**config.mk**
```make
export PLATFORM = sky130hd
export DESIGN_NAME = ccs_clock_select
export DESIGN_NICKNAME = d
export VERILOG_FILES = /design/src/hdl/ccs_osc_monitor.v /design/src/hdl/ccs_clock_select.v
export VERILOG_INCLUDE_DIRS = /design/src /design/src/hdl
export SDC_FILE = /design/constraint.sdc
export NUM_CORES = 1
export LEC_CHECK = 0
export ABC_AREA = 1
export BUFFER_PORTS_ARGS = -buffer_cell sky130_fd_sc_hd__buf_2
export CORE_ASPECT_RATIO = 1.1
export CORE_MARGIN = 8
export CORE_UTILIZATION = 40
export DETAILED_ROUTE_END_ITERATION = 8
export GPL_ROUTABILITY_DRIVEN = 0
export PLACE_DENSITY_LB_ADDON = 0.3
export SYNTH_ARGS = -nofsm -noshare
export SYNTH_HDL_FRONTEND = slang
export SYNTH_SLANG_ARGS = --single-unit
```
**constraint.sdc**
```tcl
create_clock -name clk_sys -period 3.9 [get_ports clk_sys]
set_input_delay 0 -clock clk_sys [delete_from_list [all_inputs] [get_ports clk_sys]]
set_output_delay 0 -clock clk_sys [all_outputs]
set_load 0.1 [all_outputs]
```
**src/hdl/ccs_consts.vh**
```
`ifndef CCS_CONSTS_VH
`define CCS_CONSTS_VH

// Strap codes for the CPU clock mode
`define CCS_MODE_X4 3'b111
`define CCS_MODE_X3 3'b110
`define CCS_MODE_X2 3'b101
`define CCS_MODE_X5 3'b100
`define CCS_MODE_DIRECT 3'b011
`define CCS_MODE_X15 3'b010
`define CCS_MODE_PRESCALE 3'b001
`define CCS_MODE_X25 3'b000
`define CCS_MODE_RESET 3'b111

// PLL factors in halves (factor times two)
`define CCS_FH_X4 4'h8
`define CCS_FH_X3 4'h6
`define CCS_FH_X2 4'h4
`define CCS_FH_X5 4'ha
`define CCS_FH_X15 4'h3
`define CCS_FH_X25 4'h5
`define CCS_FH_NONE 4'h2

// System configuration register field
`define CCS_MONDIS_BIT 4
`define CCS_SYSCFG_RESET 16'h0000
`define CCS_MONDIS_RESET 1'b0

// Oscillator monitor timing
`define CCS_MON_OVF 5'h10
`define CCS_FREE_HALF 4'h2

`endif

```
**src/hdl/ccs_osc_monitor.v**
```verilog
`timescale 1ns/1ns
`include "ccs_consts.vh"

module ccs_osc_monitor #(
   parameter [3:0] FREE_HALF = `CCS_FREE_HALF,
   parameter [4:0] OVF_COUNT = `CCS_MON_OVF
) (
   // Clock and reset
   input wire clk_sys,
   input wire resetn,
   // Control
   input wire runFree,
   input wire countEn,
   input wire xtalEdge,
   // Events
   output reg freeTick_q,
   output reg overflow_q
);

   reg [3:0] halfCnt_q;
   reg freePhase_q;
   reg [4:0] monCnt_q;
   reg [3:0] halfCnt_d;
   reg [4:0] monCnt_d;
   wire halfDone;

   ////////////////////////////////////////////////////////////////////////////
   // Free-running PLL model: one tick per half period
   assign halfDone = runFree && (halfCnt_q == FREE_HALF - 4'h1);

   always @* begin
      halfCnt_d = halfCnt_q;
      if (!runFree || halfDone) begin
         halfCnt_d = 4'h0;
      end else begin
         halfCnt_d = halfCnt_q + 4'h1;
      end
   end

   ////////////////////////////////////////////////////////////////////////////
   // Monitor counter, one count per full free-running cycle
   always @* begin
      monCnt_d = monCnt_q;
      if (!countEn || xtalEdge) begin
         monCnt_d = 5'h00;
      end else if (halfDone && freePhase_q && monCnt_q != OVF_COUNT) begin
         monCnt_d = monCnt_q + 5'h01;
      end
   end

   always @(posedge clk_sys or negedge resetn) begin
      if (!resetn) begin
         halfCnt_q <= 4'h0;
         freePhase_q <= 1'b0;
         monCnt_q <= 5'h00;
         freeTick_q <= 1'b0;
         overflow_q <= 1'b0;
      end else begin
         halfCnt_q <= halfCnt_d;
         freePhase_q <= runFree ? (freePhase_q ^ halfDone) : 1'b0;
         monCnt_q <= monCnt_d;
         freeTick_q <= halfDone;
         // Overflow pulses once when the count first reaches its limit
         overflow_q <= countEn && !xtalEdge && monCnt_d == OVF_COUNT
            && monCnt_q != OVF_COUNT;
      end
   end

endmodule // ccs_osc_monitor

```
**src/hdl/ccs_clock_select.v**
```verilog
// Contract
// - Strap code on three port-0 pins during reset picks the CPU clock mode.
// - PLL mode multiplies input clock by 4,3,2,5,1.5 or 2.5 per strap code.
// - Code 001 divides input clock by two; each phase is one input period.
// - Code 011 disables PLL; CPU clock follows the input clock directly.
// - PLL resynchronises to the input clock every F input transitions; code uses 4 for F of 1.5 and 6 for F of 2.5.
// - Oscillator failover applies only in direct or divide-by-two modes.
// - Monitor enabled after reset; software sets config bit 4 to disable.
// - Enabled monitor runs PLL free; counter counts, cleared on input transitions.
// - Counter overflow after 16 cycles switches to free clock, sets interrupt flag.
// - Failover holds until hardware reset, even if the input clock returns.
// - Monitor disabled: CPU clock from oscillator input, PLL powered down.
`timescale 1ns/1ns
`include "ccs_consts.vh"

module ccs_clock_select #(
   parameter PERIOD_WIDTH = 12,
   parameter [3:0] FREE_HALF = `CCS_FREE_HALF,
   parameter [4:0] OVF_COUNT = `CCS_MON_OVF
) (
   // Clock and reset
   input wire clk_sys,
   input wire resetn,
   // Pins from the board
   input wire [2:0] clockStrapPins,
   input wire crystalInputPin,
   // System configuration write and flag clear
   input wire sysConfigWrite,
   input wire [15:0] sysConfigData,
   input wire irqFlagClear,
   // Clock and status outputs
   output reg cpuClock_q,
   output reg pllEnable_q,
   output reg [2:0] clockMode_q,
   output reg modeValid_q,
   output reg oscMonitorDisable_q,
   output reg monitorActive_q,
   output reg clockFailed_q,
   output reg clockFailIrqFlag_q
);

   localparam ACC_WIDTH = PERIOD_WIDTH + 4;

   reg [2:0] strapMeta_q;
   reg [2:0] strapSync_q;
   reg xtalMeta_q;
   reg xtalSync_q;
   reg xtalPrev_q;
   reg [PERIOD_WIDTH-1:0] gapCnt_q;
   reg [PERIOD_WIDTH-1:0] period_q;
   reg [ACC_WIDTH-1:0] acc_q;
   reg [ACC_WIDTH-1:0] acc_d;
   reg [3:0] syncCnt_q;
   reg [3:0] syncCnt_d;
   reg [3:0] factorHalf;
   reg cpuClock_d;
   wire xtalEdge;
   wire xtalRise;
   wire isDirect;
   wire isPrescale;
   wire isPll;
   wire monitorOn;
   wire runFree;
   wire countEn;
   wire freeTick;
   wire overflow;
   wire [ACC_WIDTH-1:0] accSum;
   wire [ACC_WIDTH-1:0] wrapLimit;
   wire pllToggle;
   wire [PERIOD_WIDTH-1:0] gapMax;
   wire [3:0] syncLimit;

   ////////////////////////////////////////////////////////////////////////////
   // Pin synchronisers
   // Strap chain has no reset so it tracks the pins while reset is held
   always @(posedge clk_sys) begin
      strapMeta_q <= clockStrapPins;
      strapSync_q <= strapMeta_q;
   end

   always @(posedge clk_sys or negedge resetn) begin
      if (!resetn) begin
         xtalMeta_q <= 1'b0;
         xtalSync_q <= 1'b0;
         xtalPrev_q <= 1'b0;
      end else begin
         xtalMeta_q <= crystalInputPin;
         xtalSync_q <= xtalMeta_q;
         xtalPrev_q <= xtalSync_q;
      end
   end

   assign xtalEdge = xtalSync_q ^ xtalPrev_q;
   assign xtalRise = xtalSync_q & ~xtalPrev_q;

   ////////////////////////////////////////////////////////////////////////////
   // Strap capture at the first edge after reset release
   always @(posedge clk_sys or negedge resetn) begin
      if (!resetn) begin
         clockMode_q <= `CCS_MODE_RESET;
         modeValid_q <= 1'b0;
      end else if (!modeValid_q) begin
         clockMode_q <= strapSync_q;
         modeValid_q <= 1'b1;
      end
   end

   assign isDirect = modeValid_q && clockMode_q == `CCS_MODE_DIRECT;
   assign isPrescale = modeValid_q && clockMode_q == `CCS_MODE_PRESCALE;
   assign isPll = modeValid_q && !isDirect && !isPrescale;

   always @* begin
      case (clockMode_q)
         `CCS_MODE_X4: factorHalf = `CCS_FH_X4;
         `CCS_MODE_X3: factorHalf = `CCS_FH_X3;
         `CCS_MODE_X2: factorHalf = `CCS_FH_X2;
         `CCS_MODE_X5: factorHalf = `CCS_FH_X5;
         `CCS_MODE_X15: factorHalf = `CCS_FH_X15;
         `CCS_MODE_X25: factorHalf = `CCS_FH_X25;
         default: factorHalf = `CCS_FH_NONE;
      endcase
   end

   ////////////////////////////////////////////////////////////////////////////
   // System configuration: monitor disable bit
   always @(posedge clk_sys or negedge resetn) begin
      if (!resetn) begin
         oscMonitorDisable_q <= `CCS_MONDIS_RESET;
      end else if (sysConfigWrite) begin
         oscMonitorDisable_q <= sysConfigData[`CCS_MONDIS_BIT];
      end
   end

   ////////////////////////////////////////////////////////////////////////////
   // Oscillator monitor and failover
   assign monitorOn = (isDirect || isPrescale) && !oscMonitorDisable_q;
   // Free clock keeps running after failover since it is then the CPU clock
   assign runFree = monitorOn || clockFailed_q;
   assign countEn = monitorOn && !clockFailed_q;

   ccs_osc_monitor #(
      .FREE_HALF(FREE_HALF),
      .OVF_COUNT(OVF_COUNT)
   ) i_ccs_osc_monitor (
      .clk_sys(clk_sys),
      .resetn(resetn),
      .runFree(runFree),
      .countEn(countEn),
      .xtalEdge(xtalEdge),
      .freeTick_q(freeTick),
      .overflow_q(overflow)
   );

   always @(posedge clk_sys or negedge resetn) begin
      if (!resetn) begin
         clockFailed_q <= 1'b0;
         clockFailIrqFlag_q <= 1'b0;
         monitorActive_q <= 1'b0;
         pllEnable_q <= 1'b0;
      end else begin
         // Only reset clears the failover state
         if (overflow && countEn) begin
            clockFailed_q <= 1'b1;
         end
         // A new failure in the clear cycle wins over the clear
         if (overflow && countEn) begin
            clockFailIrqFlag_q <= 1'b1;
         end else if (irqFlagClear) begin
            clockFailIrqFlag_q <= 1'b0;
         end
         monitorActive_q <= countEn;
         pllEnable_q <= isPll || runFree;
      end
   end

   ////////////////////////////////////////////////////////////////////////////
   // Input period measurement for the PLL model
   assign gapMax = {PERIOD_WIDTH{1'b1}};

   always @(posedge clk_sys or negedge resetn) begin
      if (!resetn) begin
         gapCnt_q <= {PERIOD_WIDTH{1'b0}};
         period_q <= {PERIOD_WIDTH{1'b0}};
      end else if (xtalEdge) begin
         gapCnt_q <= {PERIOD_WIDTH{1'b0}};
         period_q <= (gapCnt_q == gapMax) ? gapMax : gapCnt_q + 1'b1;
      end else if (gapCnt_q != gapMax) begin
         gapCnt_q <= gapCnt_q + 1'b1;
      end
   end

   ////////////////////////////////////////////////////////////////////////////
   // PLL model: F output toggles per input transition
   // Fractional factors make the phase wander; resync bounds the error
   assign accSum = acc_q + {{(ACC_WIDTH-4){1'b0}}, factorHalf};
   assign wrapLimit = {3'b000, period_q, 1'b0};
   assign pllToggle = isPll && period_q != {PERIOD_WIDTH{1'b0}} && accSum >= wrapLimit;
   // Half-integer factors realign only after an even count of transitions
   assign syncLimit = factorHalf[0] ? factorHalf + 4'h1 : {1'b0, factorHalf[3:1]};

   always @* begin
      acc_d = acc_q;
      syncCnt_d = syncCnt_q;
      if (!isPll) begin
         acc_d = {ACC_WIDTH{1'b0}};
         syncCnt_d = 4'h0;
      end else if (xtalEdge && syncCnt_q + 4'h1 >= syncLimit) begin
         acc_d = {ACC_WIDTH{1'b0}};
         syncCnt_d = 4'h0;
      end else begin
         acc_d = pllToggle ? accSum - wrapLimit : accSum;
         if (xtalEdge) begin
            syncCnt_d = syncCnt_q + 4'h1;
         end
      end
   end

   always @(posedge clk_sys or negedge resetn) begin
      if (!resetn) begin
         acc_q <= {ACC_WIDTH{1'b0}};
         syncCnt_q <= 4'h0;
      end else begin
         acc_q <= acc_d;
         syncCnt_q <= syncCnt_d;
      end
   end

   ////////////////////////////////////////////////////////////////////////////
   // CPU clock source mux
   always @* begin
      cpuClock_d = cpuClock_q;
      if (!modeValid_q) begin
         cpuClock_d = 1'b0;
      end else if (clockFailed_q) begin
         cpuClock_d = cpuClock_q ^ freeTick;
      end else if (isDirect) begin
         cpuClock_d = xtalSync_q;
      end else if (isPrescale) begin
         cpuClock_d = cpuClock_q ^ xtalRise;
      end else begin
         cpuClock_d = cpuClock_q ^ pllToggle;
      end
   end

   always @(posedge clk_sys or negedge resetn) begin
      if (!resetn) begin
         cpuClock_q <= 1'b0;
      end else begin
         cpuClock_q <= cpuClock_d;
      end
   end

endmodule // ccs_clock_select

```
Word level (Yosys, flattened, before mapping)
Index checks and enable logic that the tools add are counted.
- add/subtract/negate cells: 7
- reduce and logical (&&, ||, !) cells: 32
- multiplexer cells: 21
- eq/ne operators: 13
- order comparisons: 2
- bitwise gates (word level): 7
- operators with widths (operator ; count):
    $mux 16 ; 3
    $mux 12 ; 3
    $pmux 4 s6 ; 1
    $mux 4 ; 5
    $add 16x4->16 ; 1
    $ge 16x13->1 ; 1
    $logic_and 1x1->1 ; 16
    $sub 16x13->16 ; 1
    $add 12x1->12 const B ; 1
    $add 4x1->4 const B ; 3
    $eq 12x12->1 const B ; 1
    $eq 3x3->1 const B ; 4
    $ne 12x12->1 const B ; 1
    $reduce_bool 12->1 ; 1
    $mux 5 ; 2
    $logic_not 1->1 ; 7
    $mux 1 ; 7
    $eq 3x2->1 const B ; 2
    $add 5x1->5 const B ; 1
    $eq 5x5->1 const B ; 1
    $logic_or 1x1->1 ; 5
    $ne 5x5->1 const B ; 1
    $xor 1x1->1 ; 5
    $eq 4x1->1 const B ; 1
    7 further kinds ; 8
- output and inout bits: 10
- word-level logic and storage cells: 104
- bits in registers: 75

Depth between registers and ports, before layout
- depth in word-level cells: 13
- gate-level depth with buffers: 26
- depth with buffers taken out: 26

Cells and area by module
From an unflattened synthesis, not the netlist that was laid out.
- cells, all modules: 575
- area, all modules: 4505.6 um^2
- modules (own cells, without submodules) (module ; sequential area each (um^2) ; area an instance (um^2) ; cells each ; instances):
    ccs_clock_select ; 1550.2 ; 3883.7 ; 500 ; 1
    ccs_osc_monitor ; 300.3 ; 621.8 ; 75 ; 1

Worst setup path after synthesis
OpenSTA, ideal clock, no wires.
- path kind: reg2reg
- start point: register clockMode_q[0]
- end point: register acc_q[9]
- slack: 129 ps
- clock period less this slack: 3771 ps
- setup time: 118 ps
- data arrival time: 3654 ps
- stages on the path, launching flop included: 22
- cells stage by stage: dfstp_2 nor2_1 nor2_1 a21oi_1 fa_1 inv_1 nand3_2 a21oi_4 nand3_1 xnor2_1 ha_1 nand2_1 inv_1 a21boi_0 nand4_1 nand3_1 nand2_2 nand2_4 inv_6 buf_8 o21ai_2 nor2_1
- longest elaborated chain between the ends: 10
- ends and longest elaborated chain (element ; RTL line ; text):
    start, declared ; ccs_clock_select.v:34 ; output reg [2:0] clockMode_q,
    start signal, assigned ; ccs_clock_select.v:100 ; clockMode_q <= `CCS_MODE_RESET;
    start signal, assigned ; ccs_clock_select.v:103 ; clockMode_q <= strapSync_q;
    parallel branches: the longest is 9 deep, another holds $add 16x4->16 ; - ;
    $mux 16 * ; ccs_clock_select.v:204 ; if (!isPll) begin
    net acc_d[9] ; ccs_clock_select.v:52 ; reg [ACC_WIDTH-1:0] acc_d;
    end signal, assigned ; ccs_clock_select.v:220 ; acc_q <= {ACC_WIDTH{1'b0}};
    end, declared ; ccs_clock_select.v:51 ; reg [ACC_WIDTH-1:0] acc_q;
Mark *: on every way through the listed nets, which the timed path passes.
A chain may end at the register's enable or synchronous reset.

Final worst setup path
- start point: register clockMode_q[0]
- end point: register acc_q[15]
The elaborated chain is that of the path after synthesis.

==> reports/metrics.csv <==
stage,metric,value,unit
critical_path,crit-path most repeated cell,nand2_1,
detailed_routing,drt total wl,9.03,mm
yosys,Yosys cell types,41,
critical_path,WP buf/inv,2,
grt,largest net degree at the start of global routing,40,
critical_path,"critical path, cell by cell","nor2_1, o21ai_0, inv_2, ha_4, nand2_1, nor2_1, nand3_2, a21oi_2, xnor2_1, inv_1, ha_4, nand2_1, nor2_4, nand3_1, nand4_1, nand3_1, nand2_2, nand4_1, nor2_2, nand2_1, nand2_1, nor2_1",
yosys,post-synth top area share,37.6,%
pwr,P per Cell Area,667,mW/mm²
yosys,async set-reset flop share out of synthesis,92.0,%
sta,period utilization,95.0,%
sta,Fin Clk Skew,0.0107,ns
sta,Slew Limit Fails,0,
pwr,VDD IR max,0.234,mV
floorplanning,# rows,40,
final_layout,Final Core Density,48.4,%
floorplanning,Starting Density,40.6,%
min_path,Hold Crit Class,input port to register,
min_path,Hold EP,strapMeta_q[0]$_DFF_P_,
cts,Clock transition at path regs,0.06,ns
job,number of max-cap violations,0,
floorplanning,Total Die Area,0.0146,mm²
grt,Total GRT Usage,13.4,%
min_path,origin of the worst min-delay path,clockStrapPins[0],
yosys,"area leader, netlist",dfrtp_1,
min_path,hold path cells,2,
floorplanning,Die H,126,µm
yosys,Post-synth EDFFs,0,
cts,htree depth,3,
cts,Clock Latency Late Sink,0.34,ns
yosys,Synth Cell Area,0.00439,mm²
cts,TritonCTS clock tree,yes,
critical_path,crit-path max FO,6,
critical_path,Worst EP arrival,3.93,ns
yosys,"Primary FF master, synth",dfrtp_1,
critical_path,Top delay family on crit path,simple AND/OR/NAND/NOR gates,
sta,setup violators final,0,
critical_path,FF-to-FF path depth,22,
critical_path,worst flop-to-flop path endpoint,acc_q[15]$_DFF_PN0_,
detailed_routing,"antenna viol nets, final",0,
critical_path,flop-to-flop setup slack,0.20,ns
sta,fmax,270,MHz
yosys,top-count cell post-synth,nand2_1,
pwr,static leakage,0.00253,µW
critical_path,worst stage delay on the critical path,0.58,ns
sta,Worst slew margin,44.3,%
final_layout,fraction of final layout cells sized beyond drive strength 1,15.9,%
status,status,completed,
critical_path,type of origin of the critical path,register,
grt,vias in the first global route,3524,
cts,cts bufs inserted,9,
detailed_routing,drc violations,0,
sta,"Hold Violations, Final",0,
critical_path,Critical Path End Type,register,
floorplanning,I/O pin total,34,
grt,initial antenna violation count,0,
final_layout,fin nets,641,
yosys,sequential area share after synthesis,42.1,%
critical_path,kind of critical path,register to register,
critical_path,crit path max-delay cell type,dfstp_2,
detailed_routing,Vias/cell,4.78,
floorplanning,die width,116,µm
cts,CTS Sinks,75,
detailed_routing,via count,3535,
placement,PortBufs,18,
sta,min cycle time layout,3.70,ns
yosys,"top cells by count, synth","nand2_1 (95), inv_1 (87), dfrtp_1 (66)",
yosys,Mapped Cells,549,
cts,clk buf depth,2,
detailed_routing,TritonRoute pass-1 iters,4,
detailed_routing,DR WL/cell,12.2,µm
yosys,"top cells by area, synth","dfrtp_1 (38%), nand2_1 (8.1%), ha_1 (8.0%)",
final_layout,P&R area growth vs syn,19.2,%
sta,Worst Tran Pin Value,0.835,ns
detailed_routing,Iteration-0 DRC Markers,186,
critical_path,critical path data required time,4.13,ns
final_layout,fillers,1063,
floorplanning,Placeable Area,0.0108,mm²
critical_path,reg2reg start,clockMode_q[0]$_DFFE_PN1N_,
grt,first-pass GRT wire length,15.5,mm
yosys,"Warnings, synthesis",0,
yosys,"flops & latches, synth",75,
placement,dpl hpwl,6.82,mm
cts,root buf cell,clkbuf_16,
sta,final setup TNS,0,ns
yosys,Mean Syn Cell Area,8.00,µm²
grt,total congestion overflow after global routing,0,
final_layout,Antenna Cells,0,
[registers in the layout, summed over array words and instances, names as in the netlist, 3 cells and up]
register / cells
strapSync_q: 3
period_q: 12
strapMeta_q: 3
acc_q: 16
syncCnt_q: 4
i_ccs_osc_monitor.monCnt_q: 5
gapCnt_q: 12
i_ccs_osc_monitor.halfCnt_q: 4
clockMode_q: 3
[cells in the final DEF, fill, tap and decap left out, types with 9 or more instances in the layout]
cell and instances:
nand2_1 92, inv_1 85, dfrtp_1 66, nor2_1 51
o21ai_0 37, nand3_1 32, a21oi_1 28, ha_1 23
buf_2 18, xnor2_1 14, xor2_1 13, a31oi_1 13
nand2_2 11, clkbuf_16 9
[logic make-up (layout without fill, tap and decap cells)]
logic type | count (synthesis) | count (layout) | share of synthesized area [%]
buffers and inverters | 97 | 139 | 8.72
AOI/OAI and AO/OA | 95 | 95 | 12.1
and+or+nand+nor | 222 | 222 | 22.2
other | 1 | 2 | 0.0854
adders and majority gates | 30 | 30 | 8.89
xor gates and xnor gates | 29 | 29 | 5.79
DFF | 75 | 75 | 42.1
[area by class of cell]
type / instances / area, µm² / share of cell area [%]
Multi-Input combinational cell: 378 / 2320 / 44.4
Sequential cell: 75 / 1850 / 35.4
Inverter: 90 / 350 / 6.70
Clock buffer: 11 / 243 / 4.64
Timing Repair Buffer: 33 / 223 / 4.26
Tap cell: 147 / 184 / 3.52
Clock inverter: 5 / 60.1 / 1.15
[worst max path at each step]
stage,depth (start not counted),from,end
CTS,21,clockMode_q[0]$_DFFE_PN1N_,acc_q[14]$_DFF_PN0_
global placement,21,clockMode_q[0]$_DFFE_PN1N_,acc_q[9]$_DFF_PN0_
floorplan,21,clockMode_q[0]$_DFFE_PN1N_,acc_q[9]$_DFF_PN0_
detailed placement,21,clockMode_q[0]$_DFFE_PN1N_,acc_q[14]$_DFF_PN0_
global route,22,clockMode_q[0]$_DFFE_PN1N_,acc_q[15]$_DFF_PN0_
finish,22,clockMode_q[0]$_DFFE_PN1N_,acc_q[15]$_DFF_PN0_
[metal layers]
metal / share of wire [%] / global-route usage [%] / vias to the layer above / wire [µm]
met5: 0 / 0 / - / 0
met4: 2.4 / 7.18 / 0 / 214
met3: 1.8 / 2.34 / 16 / 166
met2: 51 / 22.9 / 31 / 4590
met1: 45 / 15.3 / 1640 / 4060
li1: - / - / 1848 / -
[what timing repair did]
item / 4_1_cts / 5_1_grt
setup endpoints to repair: 0 / 16
hold endpoints to repair: 44 / 0
resized for setup: 0 / 35
hold buffers: 8 / 0
buffers inserted: 0 / 5
[where the power goes]
| group | leakage (µW) | total (µW) | internal [µW] | switching (µW) |
|---|---|---|---|---|
| sequential | 0.000962 | 998 | 895 | 102 |
| combinational | 0.00142 | 1660 | 628 | 1030 |
| clock | 0.000147 | 835 | 516 | 320 |
[metrics by stage]
step | total power (µW) | area, µm² | std cells | hold slack (ns) | setup WS (ns)
finish | 3490 | 5230 | 739 | 0.286 | 0.195
global placement | 2440 | 4640 | 710 | 0.103 | 0.197
floorplan | 2210 | 4390 | 550 | -0.296 | 0.129
global route | 3790 | 5230 | 739 | 0.287 | -0.0895
CTS | 3340 | 5030 | 734 | 0.286 | 0.108
detailed placement | 2480 | 4640 | 710 | 0.104 | 0.126
Power figures use the tool's default switching activity.
